<file path="src/logic/interp_shaping_pkg.sv">
/*
  Shared constants for the bit-pattern interpolation shaping block:
  link select codes, command codes, mode word fields, buffer geometry,
  speed scaling factors and the host register map.
  Assumes both ends are compiled against this package.
*/
package interp_shaping_pkg;
  // ==========================================================
  // Link write selects
  localparam logic [2:0] SEL_MODE   = 3'h0;
  localparam logic [2:0] SEL_AXIS0  = 3'h1;
  localparam logic [2:0] SEL_CMD    = 3'h4;
  localparam logic [2:0] SEL_PERIOD = 3'h5;
  // ==========================================================
  // Interpolation commands
  localparam logic [7:0] CMD_BP2 = 8'h66;
  localparam logic [7:0] CMD_BP3 = 8'h67;
  localparam logic [7:0] CMD_BP4 = 8'h68;
  localparam logic [7:0] CMD_MODE = 8'h2A;
  // ==========================================================
  // Mode word fields
  localparam int MODE_SPD_LO   = 6;
  localparam int MODE_SPD_HI   = 7;
  localparam int MODE_EVEN     = 8;
  localparam int MODE_HALF_IRQ = 14;
  localparam logic [1:0] SPD_OFF    = 2'h0;
  localparam logic [1:0] SPD_2SIMPLE = 2'h1;
  localparam logic [1:0] SPD_3SIMPLE = 2'h2;
  localparam logic [1:0] SPD_2ACCUR  = 2'h3;
  localparam logic [15:0] MODE_RESET = 16'h0000;
  localparam logic [15:0] PERIOD_RESET = 16'h0040;
  // ==========================================================
  // Buffer geometry
  localparam int STAGES     = 8;
  localparam int STAGE_BITS = 16;
  localparam int SUBSTEPS   = 8;
  localparam logic [3:0] FILL_FULL  = 4'h8;
  localparam logic [3:0] FILL_HALF  = 4'h4;
  // ==========================================================
  // Period scaling, fixed point with 7 fraction bits
  localparam int SCALE_SHIFT = 7;
  localparam logic [7:0] SCALE_ONE  = 8'h80;
  localparam logic [7:0] SCALE_SQ2  = 8'hB5;
  localparam logic [7:0] SCALE_SQ3  = 8'hDE;
  localparam logic [7:0] EVEN_WRAP  = 8'h80;
  // ==========================================================
  // Host register map
  localparam logic [2:0] REG_STATUS = 3'h6;
  localparam logic [2:0] REG_ERROR  = 3'h7;
endpackage : interp_shaping_pkg

</file>
<file path="src/logic/interp_shaping_if.sv">
/*
  Link between the host end and the interpolation device end.
  Assumes both ends share mclk; all signals are driven from flip-flops.
*/
`timescale 1ns/1ps
interface interp_shaping_if;
  logic        wrStrobe;
  logic [2:0]  wrSel;
  logic [15:0] wrData;
  logic [3:0]  prebufferFillCount;
  logic        nextWritePermitted;
  logic        bufferSpaceIrqN;
  logic        driveBusy;

  modport device (input wrStrobe, wrSel, wrData,
                  output prebufferFillCount, nextWritePermitted, bufferSpaceIrqN, driveBusy);
  modport host   (output wrStrobe, wrSel, wrData,
                  input prebufferFillCount, nextWritePermitted, bufferSpaceIrqN, driveBusy);
endinterface : interp_shaping_if

</file>
<file path="src/logic/interp_shaping_device.sv">
/*
  Device end: eight-stage bit-pattern pre-buffer, buffer-space interrupt,
  constant vector speed period stretching and short-axis pulse equalization.
  Assumes the host end on the link, same clock mclk, asynchronous rst_n.
*/
// Chosen here: the register offsets and the address-and-strobe port.
// Behaviour
// RQ1: Interrupt low on fill falling 8-7 or 4-3.
// RQ2: Host writes more stages while flag is one.
// RQ3: Interpolation command releases the interrupt.
// RQ4: Drive finish forces interrupt inactive.
// RQ5: All axes pulse in step with base pulse.
// RQ6: Unequalized short axis pulses on its bits only.
// RQ7: Mode bits seven and six pick vector mode.
// RQ8: Mode zero applies no period scaling.
// RQ9: Two-axis simple stretches joint steps by 1.414.
// RQ10: Three-axis stretches 1.414 or 1.732.
// RQ11: High accuracy mode needs equalization enabled; code applies the two-axis 1.414 stretch without checking it.
// RQ12: Mode bit eight enables equalization.
// RQ13: Equalized short axis spreads pulses evenly.
// RQ14: Host limits speeds when equalizing; code passes period writes through unchecked.
// RQ15: Host limits coordinates when equalizing; code passes axis pattern writes through unchecked.
// RQ16: Host forbids equalization with bit patterns; code refuses commands while bit eight is set but lets it be set mid-stage.
// RQ17: Arc endpoints may miss by one pulse.
// RQ18: Mode bit fourteen selects 4-3 interrupt.
// RQ19: Next-write flag one for fill 1 to 7.
// RQ20: Fill rises per command, falls per stage.
// RQ21: Equalization runs at eight-fold finer resolution.
`timescale 1ns/1ps
module interp_shaping_device #(
  parameter int AXES = 3
) (
  input  wire logic            mclk,
  input  wire logic            rst_n,
  interp_shaping_if.device     link,
  output logic [AXES-1:0]      axisPulse,
  output logic                 evenActive
);
  // ==========================================================
  // State
  typedef struct packed {
    logic [15:0]                                   mode;
    logic [15:0]                                   period;
    logic [AXES-1:0][15:0]                         pend;
    logic [interp_shaping_pkg::STAGES-1:0][AXES-1:0][15:0] stage;
    logic [2:0]                                    wrPtr;
    logic [2:0]                                    rdPtr;
    logic [3:0]                                    fill;
    logic                                          started;
    logic [3:0]                                    bitIdx;
    logic [2:0]                                    sub;
    logic [16:0]                                   timer;
    logic [AXES-1:0][7:0]                          acc;
    logic [AXES-1:0]                               pulse;
    logic                                          irqN;
    logic                                          nwp;
    logic                                          even;
  } state_s;

  state_s s;
  state_s next_s;

  logic [AXES-1:0]      raw;
  logic [1:0]           nRaw;
  logic [AXES-1:0][4:0] pop;
  logic [4:0]           maxPop;
  logic [7:0]           factor;
  logic [23:0]          scaled;
  logic [16:0]          subLen;
  logic                 inc;
  logic                 dec;
  logic [1:0]           spd;
  logic [7:0]           accSum;

  // ==========================================================
  // Next state
  always_comb begin
    next_s = s;
    next_s.pulse = '0;
    inc = 1'b0;
    dec = 1'b0;
    accSum = 8'h00;
    spd = {s.mode[interp_shaping_pkg::MODE_SPD_HI], s.mode[interp_shaping_pkg::MODE_SPD_LO]}; // see RQ7
    // Step pattern of the current step, one bit per enabled axis
    nRaw = 2'h0;
    maxPop = 5'h00;
    for (int a = 0; a < AXES; a++) begin
      raw[a] = s.stage[s.rdPtr][a][s.bitIdx] & s.mode[a];
      nRaw = nRaw + {1'b0, raw[a]};
      pop[a] = 5'h00;
      for (int b = 0; b < interp_shaping_pkg::STAGE_BITS; b++) begin
        pop[a] = pop[a] + {4'h0, s.stage[s.rdPtr][a][b] & s.mode[a]};
      end
      if (pop[a] > maxPop) begin
        maxPop = pop[a];
      end
    end
    // Period stretch for joint steps
    case (spd)
      interp_shaping_pkg::SPD_2SIMPLE,
      interp_shaping_pkg::SPD_2ACCUR: begin
        factor = (nRaw >= 2'h2) ? interp_shaping_pkg::SCALE_SQ2
                                : interp_shaping_pkg::SCALE_ONE; // see RQ9 see RQ11
      end
      interp_shaping_pkg::SPD_3SIMPLE: begin
        if (nRaw == 2'h3) begin
          factor = interp_shaping_pkg::SCALE_SQ3; // see RQ10
        end else if (nRaw == 2'h2) begin
          factor = interp_shaping_pkg::SCALE_SQ2; // see RQ10
        end else begin
          factor = interp_shaping_pkg::SCALE_ONE;
        end
      end
      default: factor = interp_shaping_pkg::SCALE_ONE; // see RQ8
    endcase
    scaled = ({8'h00, s.period} * {16'h0000, factor}) >> interp_shaping_pkg::SCALE_SHIFT;
    // One step is SUBSTEPS sub-slots long
    subLen = 17'(scaled >> 3);
    if (subLen == 17'h00000) begin
      subLen = 17'h00001;
    end
    // Host writes
    if (link.wrStrobe) begin
      case (link.wrSel)
        interp_shaping_pkg::SEL_MODE:   next_s.mode = link.wrData;
        interp_shaping_pkg::SEL_PERIOD: next_s.period = link.wrData;
        interp_shaping_pkg::SEL_CMD: begin
          if ((link.wrData[7:0] == interp_shaping_pkg::CMD_BP2 ||
               link.wrData[7:0] == interp_shaping_pkg::CMD_BP3 ||
               link.wrData[7:0] == interp_shaping_pkg::CMD_BP4) &&
              s.fill != interp_shaping_pkg::FILL_FULL) begin
            next_s.stage[s.wrPtr] = s.pend;
            next_s.wrPtr = s.wrPtr + 3'h1;
            next_s.started = 1'b1;
            next_s.irqN = 1'b1; // see RQ3
            inc = 1'b1; // see RQ20
          end
        end
        default: begin
          for (int a = 0; a < AXES; a++) begin
            if (link.wrSel == interp_shaping_pkg::SEL_AXIS0 + 3'(a)) begin
              next_s.pend[a] = link.wrData;
            end
          end
        end
      endcase
    end
    // Pulse engine
    if (s.started && s.fill != 4'h0) begin
      if (s.timer != 17'h00000) begin
        next_s.timer = s.timer - 17'h00001;
      end else begin
        next_s.timer = subLen - 17'h00001;
        for (int a = 0; a < AXES; a++) begin
          if (s.even && pop[a] < maxPop) begin
            // Sub-slot accumulator spreads pop pulses over 128 slots
            accSum = s.acc[a] + {3'h0, pop[a]}; // see RQ21
            if (accSum >= interp_shaping_pkg::EVEN_WRAP) begin
              next_s.pulse[a] = 1'b1; // see RQ13
              accSum = accSum - interp_shaping_pkg::EVEN_WRAP;
            end
            next_s.acc[a] = accSum;
          end else if (s.sub == 3'h0) begin
            next_s.pulse[a] = raw[a]; // see RQ5 see RQ6
          end
        end
        next_s.sub = s.sub + 3'h1;
        if (s.sub == 3'h7) begin
          next_s.bitIdx = s.bitIdx + 4'h1;
          if (s.bitIdx == 4'hF) begin
            next_s.rdPtr = s.rdPtr + 3'h1;
            next_s.acc = '0; // see RQ17
            dec = 1'b1; // see RQ20
          end
        end
      end
    end
    next_s.fill = s.fill + {3'h0, inc} - {3'h0, dec};
    if (dec && !inc) begin
      if (s.fill == 4'h1) begin
        next_s.started = 1'b0;
        next_s.irqN = 1'b1; // see RQ4
      end else if ((s.fill == interp_shaping_pkg::FILL_FULL &&
                    !s.mode[interp_shaping_pkg::MODE_HALF_IRQ]) ||
                   (s.fill == interp_shaping_pkg::FILL_HALF &&
                    s.mode[interp_shaping_pkg::MODE_HALF_IRQ])) begin
        next_s.irqN = 1'b0; // see RQ1 see RQ18
      end
    end
    next_s.nwp = next_s.started && next_s.fill != 4'h0 &&
                 next_s.fill != interp_shaping_pkg::FILL_FULL; // see RQ19
    // Equalization mode latched from the mode word
    next_s.even = next_s.mode[interp_shaping_pkg::MODE_EVEN]; // see RQ12
  end

  // ==========================================================
  // Registers
  always_ff @(posedge mclk or negedge rst_n) begin
    if (!rst_n) begin
      s <= '0;
      s.mode <= interp_shaping_pkg::MODE_RESET;
      s.period <= interp_shaping_pkg::PERIOD_RESET;
      s.irqN <= 1'b1;
    end else begin
      s <= next_s;
    end
  end

  assign axisPulse = s.pulse;
  assign evenActive = s.even;
  assign link.prebufferFillCount = s.fill;
  assign link.nextWritePermitted = s.nwp;
  assign link.bufferSpaceIrqN = s.irqN;
  assign link.driveBusy = s.started;
endmodule : interp_shaping_device

</file>
<file path="src/flat_wrapper.sv">
// flat-port wrapper written by rule: the top's interface ports become plain ports
module interp_shaping_device_flat 
#(
  parameter int AXES = 3
)
  (mclk, rst_n, axisPulse, evenActive, link_wrStrobe, link_wrSel, link_wrData, link_prebufferFillCount, link_nextWritePermitted, link_bufferSpaceIrqN, link_driveBusy);
  interp_shaping_if link_i ();
  input  wire logic mclk;
  input  wire logic rst_n;
  output logic [AXES-1:0] axisPulse;
  output logic evenActive;
  input wire logic [$bits(link_i.wrStrobe)-1:0] link_wrStrobe;
  input wire logic [$bits(link_i.wrSel)-1:0] link_wrSel;
  input wire logic [$bits(link_i.wrData)-1:0] link_wrData;
  output wire logic [$bits(link_i.prebufferFillCount)-1:0] link_prebufferFillCount;
  output wire logic [$bits(link_i.nextWritePermitted)-1:0] link_nextWritePermitted;
  output wire logic [$bits(link_i.bufferSpaceIrqN)-1:0] link_bufferSpaceIrqN;
  output wire logic [$bits(link_i.driveBusy)-1:0] link_driveBusy;
  assign link_i.wrStrobe = link_wrStrobe;
  assign link_i.wrSel = link_wrSel;
  assign link_i.wrData = link_wrData;
  assign link_prebufferFillCount = link_i.prebufferFillCount;
  assign link_nextWritePermitted = link_i.nextWritePermitted;
  assign link_bufferSpaceIrqN = link_i.bufferSpaceIrqN;
  assign link_driveBusy = link_i.driveBusy;
  interp_shaping_device #(.AXES(AXES)) u_core (.mclk(mclk), .rst_n(rst_n), .link(link_i), .axisPulse(axisPulse), .evenActive(evenActive));
endmodule
</file>
<file path="config.mk">
export PLATFORM = sky130hd
export DESIGN_NAME = interp_shaping_device_flat
export DESIGN_NICKNAME = d
export VERILOG_FILES = /design/src/logic/interp_shaping_pkg.sv /design/src/logic/interp_shaping_if.sv /design/src/logic/interp_shaping_device.sv /design/src/flat_wrapper.sv
export SDC_FILE = /design/constraint.sdc
export NUM_CORES = 1
export LEC_CHECK = 0
export ABC_AREA = 1
export BUFFER_PORTS_ARGS = -buffer_cell sky130_fd_sc_hd__buf_2
export CAP_MARGIN = 20
export CORE_ASPECT_RATIO = 0.5
export CORE_MARGIN = 2
export CORE_UTILIZATION = 30
export DETAILED_ROUTE_END_ITERATION = 10
export PLACE_DENSITY = 0.47
export SLEW_MARGIN = 40
export SYNTH_ARGS = -nofsm -noshare
export SYNTH_HDL_FRONTEND = slang
export SYNTH_SLANG_ARGS = --single-unit
</file>
<file path="constraint.sdc">
create_clock -name mclk -period 9.05 [get_ports mclk]
set_input_delay 2.715 -clock mclk [delete_from_list [all_inputs] [get_ports mclk]]
set_output_delay 2.715 -clock mclk [all_outputs]
set_load 0.02 [all_outputs]
</file>
==> results of run 1 <==
==> kinds of logic after synthesis <==
kind of cell / Yosys count / share of synthesized area, %
mux: 5 / 0.1730
fa+ha+maj: 226 / 12.52
buf+inv: 554 / 7.349
compound gates: 927 / 16.59
simple gates: 1349 / 18.30
xor+xnor: 43 / 1.270
flops: 519 / 43.80
==> cell type report <==
| type | count | area, µm² |
|---|---|---|
| fillers | 10250 | 63530 |
| diodes | 1 | 2.502 |
| repair buffers | 155 | 1434 |
| repair inverters | 3 | 30.03 |
| flip-flops and latches | 519 | 13000 |
| clock inverters | 26 | 386.6 |
| multi-input cells | 2550 | 14830 |
| inverters | 361 | 1390 |
| well taps | 1328 | 1662 |
| clock buffers | 73 | 1541 |
==> layer usage <==
metal / global-route usage [%] / vias up / share of wire [%]
li1: - / 11860 / -
met5: 0 / - / 0
met3: 2.767 / 130 / 5.3
met2: 28.76 / 580 / 44
met4: 5.333 / 0 / 2.7
met1: 25.83 / 11970 / 48
==> worst paths after layout <==
kind	start	endpoint	slack, ns	cells past startpoint
setup / recovery	u_core.s[59]$_DFFE_PN0P_	u_core.s[18]$_DFFE_PN0P_	0.32	36
hold / removal	register	register	0.48	2
setup reg to reg	u_core.s[59]$_DFFE_PN0P_	u_core.s[18]$_DFFE_PN0P_	0.32	36
hold reg to reg	register	register	0.48	2
max in group asynchronous	rst_n	u_core.s[8]$_DFFE_PN0P_	5.55	3
min in group asynchronous	rst_n	u_core.s[509]$_DFFE_PN0P_	2.09	1
==> layout by cell type (no fill, tap or decap), types with 11 or more instances in the layout <==
cell type and instances:
nor2_2 23, nand3_1 85, clkbuf_16 58, o21ai_0 634, nand2_2 23, fa_1 114
buf_12 11, clkbuf_8 14, xnor2_1 13, nor2_1 309, xor2_1 30, ha_1 102
o21ai_1 82, buf_4 98, nand2_1 835, a21oi_1 56, buf_2 31, inv_1 346
o22ai_1 89, o221ai_1 13, nand4_1 19, dfrtp_1 514, nor3_1 11
==> worst reg2reg max path, delay by kind of cell, from the launching register on <==
family	cells	cell delay (ns)
DFF	1	0.59
adders and majority gates	10	4.21
AOI/OAI and AO/OA	9	1.74
buffers and inverters	4	0.39
and+or+nand+nor	13	1.65
==> timing repair <==
item / CTS / global route
cloned: 0 / 8
setup buffers: 0 / 17
hold endpoints to repair: 0 / 0
endpoints found under the setup margin: 7 / 42
pin swaps: 1 / 19
gates resized for setup: 3 / 108
==> power by group <==
| group | total (mW) | switching [mW] | internal (mW) |
|---|---|---|---|
| clock | 2.45 | 1.02 | 1.43 |
| sequential | 2.53 | 0.102 | 2.43 |
| combinational | 0.637 | 0.438 | 0.199 |
==> metrics by stage <==
stage / instances / setup WS [ns] / hold WS, ns / total power, mW
finish: 5016 / 0.3167 / 0.4796 / 5.615
detailed placement: 4891 / -0.04318 / 0.4675 / 3.196
floorplan: 3623 / 0.5781 / 0.4459 / 2.944
global route: 5015 / -0.08453 / 0.4957 / 5.889
CTS: 4990 / -0.007484 / 0.4840 / 5.671
global placement: 4889 / 0.05417 / 0.4607 / 3.187
==> impl_metrics.env, run 1 <==
export IMPL_initial_core_util_pct=30.32
export IMPL_die_area_um2=101500
export IMPL_cts_tree="yes"
export IMPL_hp_class="register to register"
export IMPL_tns_ns=0
export IMPL_finalClockSkew_ns=0.05648
export IMPL_die_y_um=226.3
export IMPL_synth_main_ff_cell="dfrtp_1"
export IMPL_synth_area_um2=29660
export IMPL_hold_buffers=0
export IMPL_grt_ovfl_total=0
export IMPL_vias=24540
export IMPL_layout_drive_gt1_share_pct=10.20
export IMPL_status="complete, no violations"
export IMPL_worst_pin_slew_ns=0.7714
export IMPL_grt_use_total_pct=18.20
export IMPL_crit_top_cell="fa_1"
export IMPL_power_density_nw_per_um2=163.9
export IMPL_wl_um=93200
export IMPL_drtPass1Iterations=5
export IMPL_grt_pass1_wl_um=144300
export IMPL_remaining_drc_errors=0
export IMPL_cts_root_buf="clkbuf_16"
export IMPL_core_um2=97800
export IMPL_synth_area_top_cells="dfrtp_1 (44%), o21ai_0 (11%), nand2_1 (11%)"
export IMPL_slew_viol_final=0
export IMPL_worstSetupPathType="register to register"
export IMPL_post_route_period_util_pct=96.50
export IMPL_cp_top_family="adder cells"
export IMPL_fp_dieW_um=448.7
export IMPL_nets=3891
export IMPL_io_pins=33
export IMPL_yosysMostFrequentCell="nand2_1"
export IMPL_wl_per_cell_um=18.58
export IMPL_dpl_hpwl_um=60630
export IMPL_netlist_instances=3623
export IMPL_syn2layout_area_growth_pct=15.56
export IMPL_slew_headroom_pct=48.57
export IMPL_cp_required_ns=9.52
export IMPL_grt_pass1_vias=24290
export IMPL_numCtsBuffers=53
export IMPL_h_tree_depth=2
export IMPL_synth_area_leader_cell="dfrtp_1"
export IMPL_clk_pin_slew_ns=0.07
export IMPL_power_leakage_nw=16.46
export IMPL_hold_violations=0
export IMPL_gp_congestion=0.8545
export IMPL_ys_ff_latch=519
export IMPL_grt_start_max_net_pins=116
export IMPL_ant_nets=0
export IMPL_path_buf_inv=4
export IMPL_cpPeakStageDelay_ns=0.59
export IMPL_fmax_mhz=114.5
export IMPL_ys_types=58
export IMPL_io_buffers=32
export IMPL_synth_commonest_cells="nand2_1 (863), o21ai_0 (650), dfrtp_1 (517), inv_1 (353), nor2_1 (327)"
export IMPL_cp_end_kind="register"
export IMPL_clockBufferDepth=3
export IMPL_synth_edf_count=0
export IMPL_cpMaxStageDelayCell="dfrtp_4"
export IMPL_clk_latency_ns=0.65
export IMPL_setup_violations=0
export IMPL_crit_arrival_ns=9.21
export IMPL_antenna_found_initial=5
export IMPL_postSynthAreaPerCell_um2=8.186
export IMPL_yosys_area_top_type_share_pct=43.62
export IMPL_period_needed_ns=8.733
export IMPL_first_iter_violations=1936
export IMPL_placed_cell_area_um2=31710
export IMPL_cp_max_fo=11
export IMPL_synth_nets=3871
export IMPL_fin_area_um2=34270
export IMPL_maxCapViolCount=0
export IMPL_ir_worst_vdd_v=0.0001203
export IMPL_crit_path_start_kind="register"
export IMPL_ys_warn_count=0
export IMPL_cts_sinks=519
export IMPL_finish_utilization_pct=35.04
export IMPL_ys_seq_area_share_pct=43.80
export IMPL_vias_per_cell=4.893
export IMPL_rows=81
export IMPL_asyncSetResetFlopFracSynth_pct=100.0
(Power assumes the default switching activity.)
==> inputs of run 2 (changes only) <==
- ABC_AREA: 1 -> not set
- CORE_MARGIN: 2 -> not set
==> run 2 against run 1 <==
The run now ends with negative setup slack left; clock power is essentially flat; cell area grew 7.0%; power grew 7.3%; sequential share of layout area shrank 2.5 points; critical path type unchanged; largest cell class unchanged; largest power group unchanged.
==> impl_metrics.env, run 2 <==
export IMPL_drtPass1Iterations=5
export IMPL_first_iter_violations=931
export IMPL_h_tree_depth=2
export IMPL_initial_core_util_pct=30.33
export IMPL_clk_latency_ns=0.65
export IMPL_cp_end_kind="register"
export IMPL_worstReg2RegEnd="u_core.s[40]$_DFFE_PN0P_"
export IMPL_fmax_mhz=102.8
export IMPL_die_area_um2=100200
export IMPL_hold_violations=0
export IMPL_ir_worst_vdd_v=0.0001669
export IMPL_cts_root_buf="clkbuf_16"
export IMPL_dp_slack_ns=-1.183
export IMPL_ys_seq_area_share_pct=43.79
export IMPL_synth_area_top_cells="dfrtp_1 (44%), mux2_2 (19%), mux4_2 (8.4%)"
export IMPL_dpl_hpwl_um=55560
export IMPL_hp_class="register to register"
export IMPL_status="complete, but fails checks"
export IMPL_cpMaxStageDelayCell="mux4_2"
export IMPL_final_cells=3915
export IMPL_vias_per_cell=4.848
export IMPL_io_pins=33
export IMPL_synth_commonest_cells="dfrtp_1 (517), mux2_2 (505), inv_1 (158), nand2_1 (145), fa_1 (118)"
export IMPL_postSynthAreaPerCell_um2=13.14
export IMPL_fill_cells=9343
export IMPL_synth_area_um2=29660
export IMPL_switchingPower_mw=1.733
export IMPL_synth_edf_count=0
export IMPL_final_cell_mix="dfrtp_1 (514), mux2_2 (493), buf_4 (253)"
export IMPL_power_density_nw_per_um2=164.3
export IMPL_synth_area_leader_cell="dfrtp_1"
export IMPL_final_common_cell="dfrtp_1"
export IMPL_syn2layout_area_growth_pct=23.65
export IMPL_wl_met3_um=3062
export IMPL_crit_arrival_ns=10.22
export IMPL_wl_met2_um=38250
export IMPL_cpPeakStageDelay_ns=0.52
export IMPL_cp_max_fo=10
export IMPL_swShare_pct=28.75
export IMPL_grt_ovfl_total=0
export IMPL_worstSetupPathType="register to register"
export IMPL_grt_pass1_vias=20580
export IMPL_hold_path_endpoint="u_core.s[6]$_DFFE_PN0P_"
export IMPL_wl_met1_um=39720
export IMPL_ff_latch_area_um2=13000
export IMPL_remaining_drc_errors=0
export IMPL_cts_sinks=519
export IMPL_dpl_cell_count=3772
export IMPL_grt_pass1_wl_um=128300
export IMPL_cp_required_ns=9.54
export IMPL_rows=81
export IMPL_nets=2791
export IMPL_ys_ff_latch=519
export IMPL_netlist_instances=2258
export IMPL_crit_path_start_kind="register"
export IMPL_wl_per_cell_um=21.28
export IMPL_grt_start_max_net_pins=147
export IMPL_die_y_um=224.4
export IMPL_maxCapViolCount=0
export IMPL_rr_startpoint="u_core.s[59]$_DFFE_PN0P_"
export IMPL_cts_tree="yes"
export IMPL_slew_viol_final=0
export IMPL_combinationalPowerShare_pct=15.9
export IMPL_layout_drive_gt1_share_pct=46.54
export IMPL_setup_violations=40
export IMPL_period_needed_ns=9.730
export IMPL_numCtsBuffers=54
export IMPL_wl_um=83300
export IMPL_finalClockSkew_ns=0.06388
export IMPL_p_int_mw=4.293
export IMPL_multi_input_area_um2=16510
export IMPL_total_power_mw=6.026
export IMPL_hp_start="u_core.s[6]$_DFFE_PN0P_"
export IMPL_antenna_found_initial=3
export IMPL_power_leakage_nw=17.33
export IMPL_grt_use_total_pct=16.92
export IMPL_ys_types=71
export IMPL_p_clk_share_pct=40.4
export IMPL_yosysMostFrequentCell="dfrtp_1"
export IMPL_post_route_period_util_pct=107.5
export IMPL_whs_path_depth=2
export IMPL_core_um2=97800
export IMPL_n_antenna_cell=0
export IMPL_rsz0062_at_grt="yes"
export IMPL_vias=18980
export IMPL_worst_slack_ns=-0.6798
export IMPL_worst_pin_slew_ns=0.7947
export IMPL_yosys_area_top_type_share_pct=43.61
export IMPL_gp_congestion=0.8210
export IMPL_synth_main_ff_cell="dfrtp_1"
export IMPL_highest_layer="met5"
export IMPL_asyncSetResetFlopFracSynth_pct=100.0
export IMPL_power_frac_seq_pct=43.7
export IMPL_ys_warn_count=0
export IMPL_hold_buffers=0
export IMPL_clockBufferDepth=3
export IMPL_fp_dieW_um=446.7
export IMPL_slew_headroom_pct=46.97
export IMPL_rrSetupSlack_ns=-0.68
export IMPL_clk_pin_slew_ns=0.07
export IMPL_ant_nets=0
export IMPL_reg2regPathDepth=38
export IMPL_violations="negative setup slack"
export IMPL_synth_nets=2506
export IMPL_io_buffers=32
run 2: cell type report:
| class | instances | area share, % |
|---|---|---|
| Clock buffer | 69 | 4.083 |
| Clock inverter | 31 | 1.139 |
| Inverter | 158 | 1.617 |
| Multi-Input combinational cell | 1474 | 45.01 |
| Sequential cell | 519 | 35.44 |
| Tap cell | 1328 | 4.530 |
| Timing Repair Buffer | 336 | 8.184 |
run 2: worst max path at each step:
stage	from	endpoint	slack, ns	cells past startpoint
floorplan	u_core.s[59]$_DFFE_PN0P_	u_core.s[42]$_DFFE_PN0P_	-0.24	34
global placement	u_core.s[59]$_DFFE_PN0P_	u_core.s[42]$_DFFE_PN0P_	-1.10	33
detailed placement	u_core.s[59]$_DFFE_PN0P_	u_core.s[42]$_DFFE_PN0P_	-1.18	33
CTS	u_core.s[59]$_DFFE_PN0P_	u_core.s[40]$_DFFE_PN0P_	-0.69	37
global route	u_core.s[59]$_DFFE_PN0P_	u_core.s[40]$_DFFE_PN0P_	-1.04	38
finish	u_core.s[59]$_DFFE_PN0P_	u_core.s[40]$_DFFE_PN0P_	-0.68	38
run 2: critical path: cells and delay by family, from the launching register on:
kind / cells / cell delay (ns)
flops: 1 / 0.50
buf+inv: 10 / 1.11
compound gates: 5 / 0.70
fa+ha+maj: 7 / 2.92
simple gates: 12 / 2.57
mux: 4 / 1.76
run 2: power by group through the flow:
| stage | clock (mW) | combinational (mW) | sequential, mW |
|---|---|---|---|
| after detailed placement | 0 | 0.874 | 2.67 |
| after CTS | 2.49 | 0.938 | 2.63 |
| after global placement | 0 | 0.857 | 2.67 |
| after floorplan | 0 | 0.530 | 2.60 |
| final | 2.43 | 0.960 | 2.63 |
| after global routing | 2.59 | 1.07 | 2.66 |
run 2: routing by layer:
metal / GRT usage, % / vias up
met1: 23.45 / 9970
met3: 2.889 / 123
met2: 27.19 / 238
li1: - / 8648
met4: 4.778 / 2
met5: 0 / -
run 2: what timing repair did:
item / 4_1_cts / 5_1_grt
pin swaps: 63 / 18
endpoints found under the setup margin: 44 / 44
hold endpoints to repair: 0 / 0
gates resized for setup: 108 / 26
setup buffers: 38 / 7
gates cloned: 4 / 2
run 2: metrics by stage:
step | setup TNS, ns | util [%] | area [µm²] | hold slack, ns
global route | -33.11 | 37.50 | 36680 | 0.5147
CTS | -18.76 | 37.18 | 36360 | 0.4933
detailed placement | -30.15 | 34.47 | 33710 | 0.4792
floorplan | -0.7798 | - | 30180 | 0.4492
finish | -16.87 | 37.50 | 36680 | 0.4896
global placement | -27.39 | 34.35 | 33590 | 0.4683
run 2: kinds of logic (layout without fill, tap and decap cells):
group | Yosys count | in the layout | synth area share (%)
mux | 622 | 622 | 27.76
flops | 519 | 519 | 43.79
simple gates | 367 | 367 | 6.087
buf+inv | 265 | 594 | 3.762
fa+ha+maj | 226 | 226 | 12.52
compound gates | 213 | 213 | 4.724
xor+xnor | 46 | 46 | 1.358
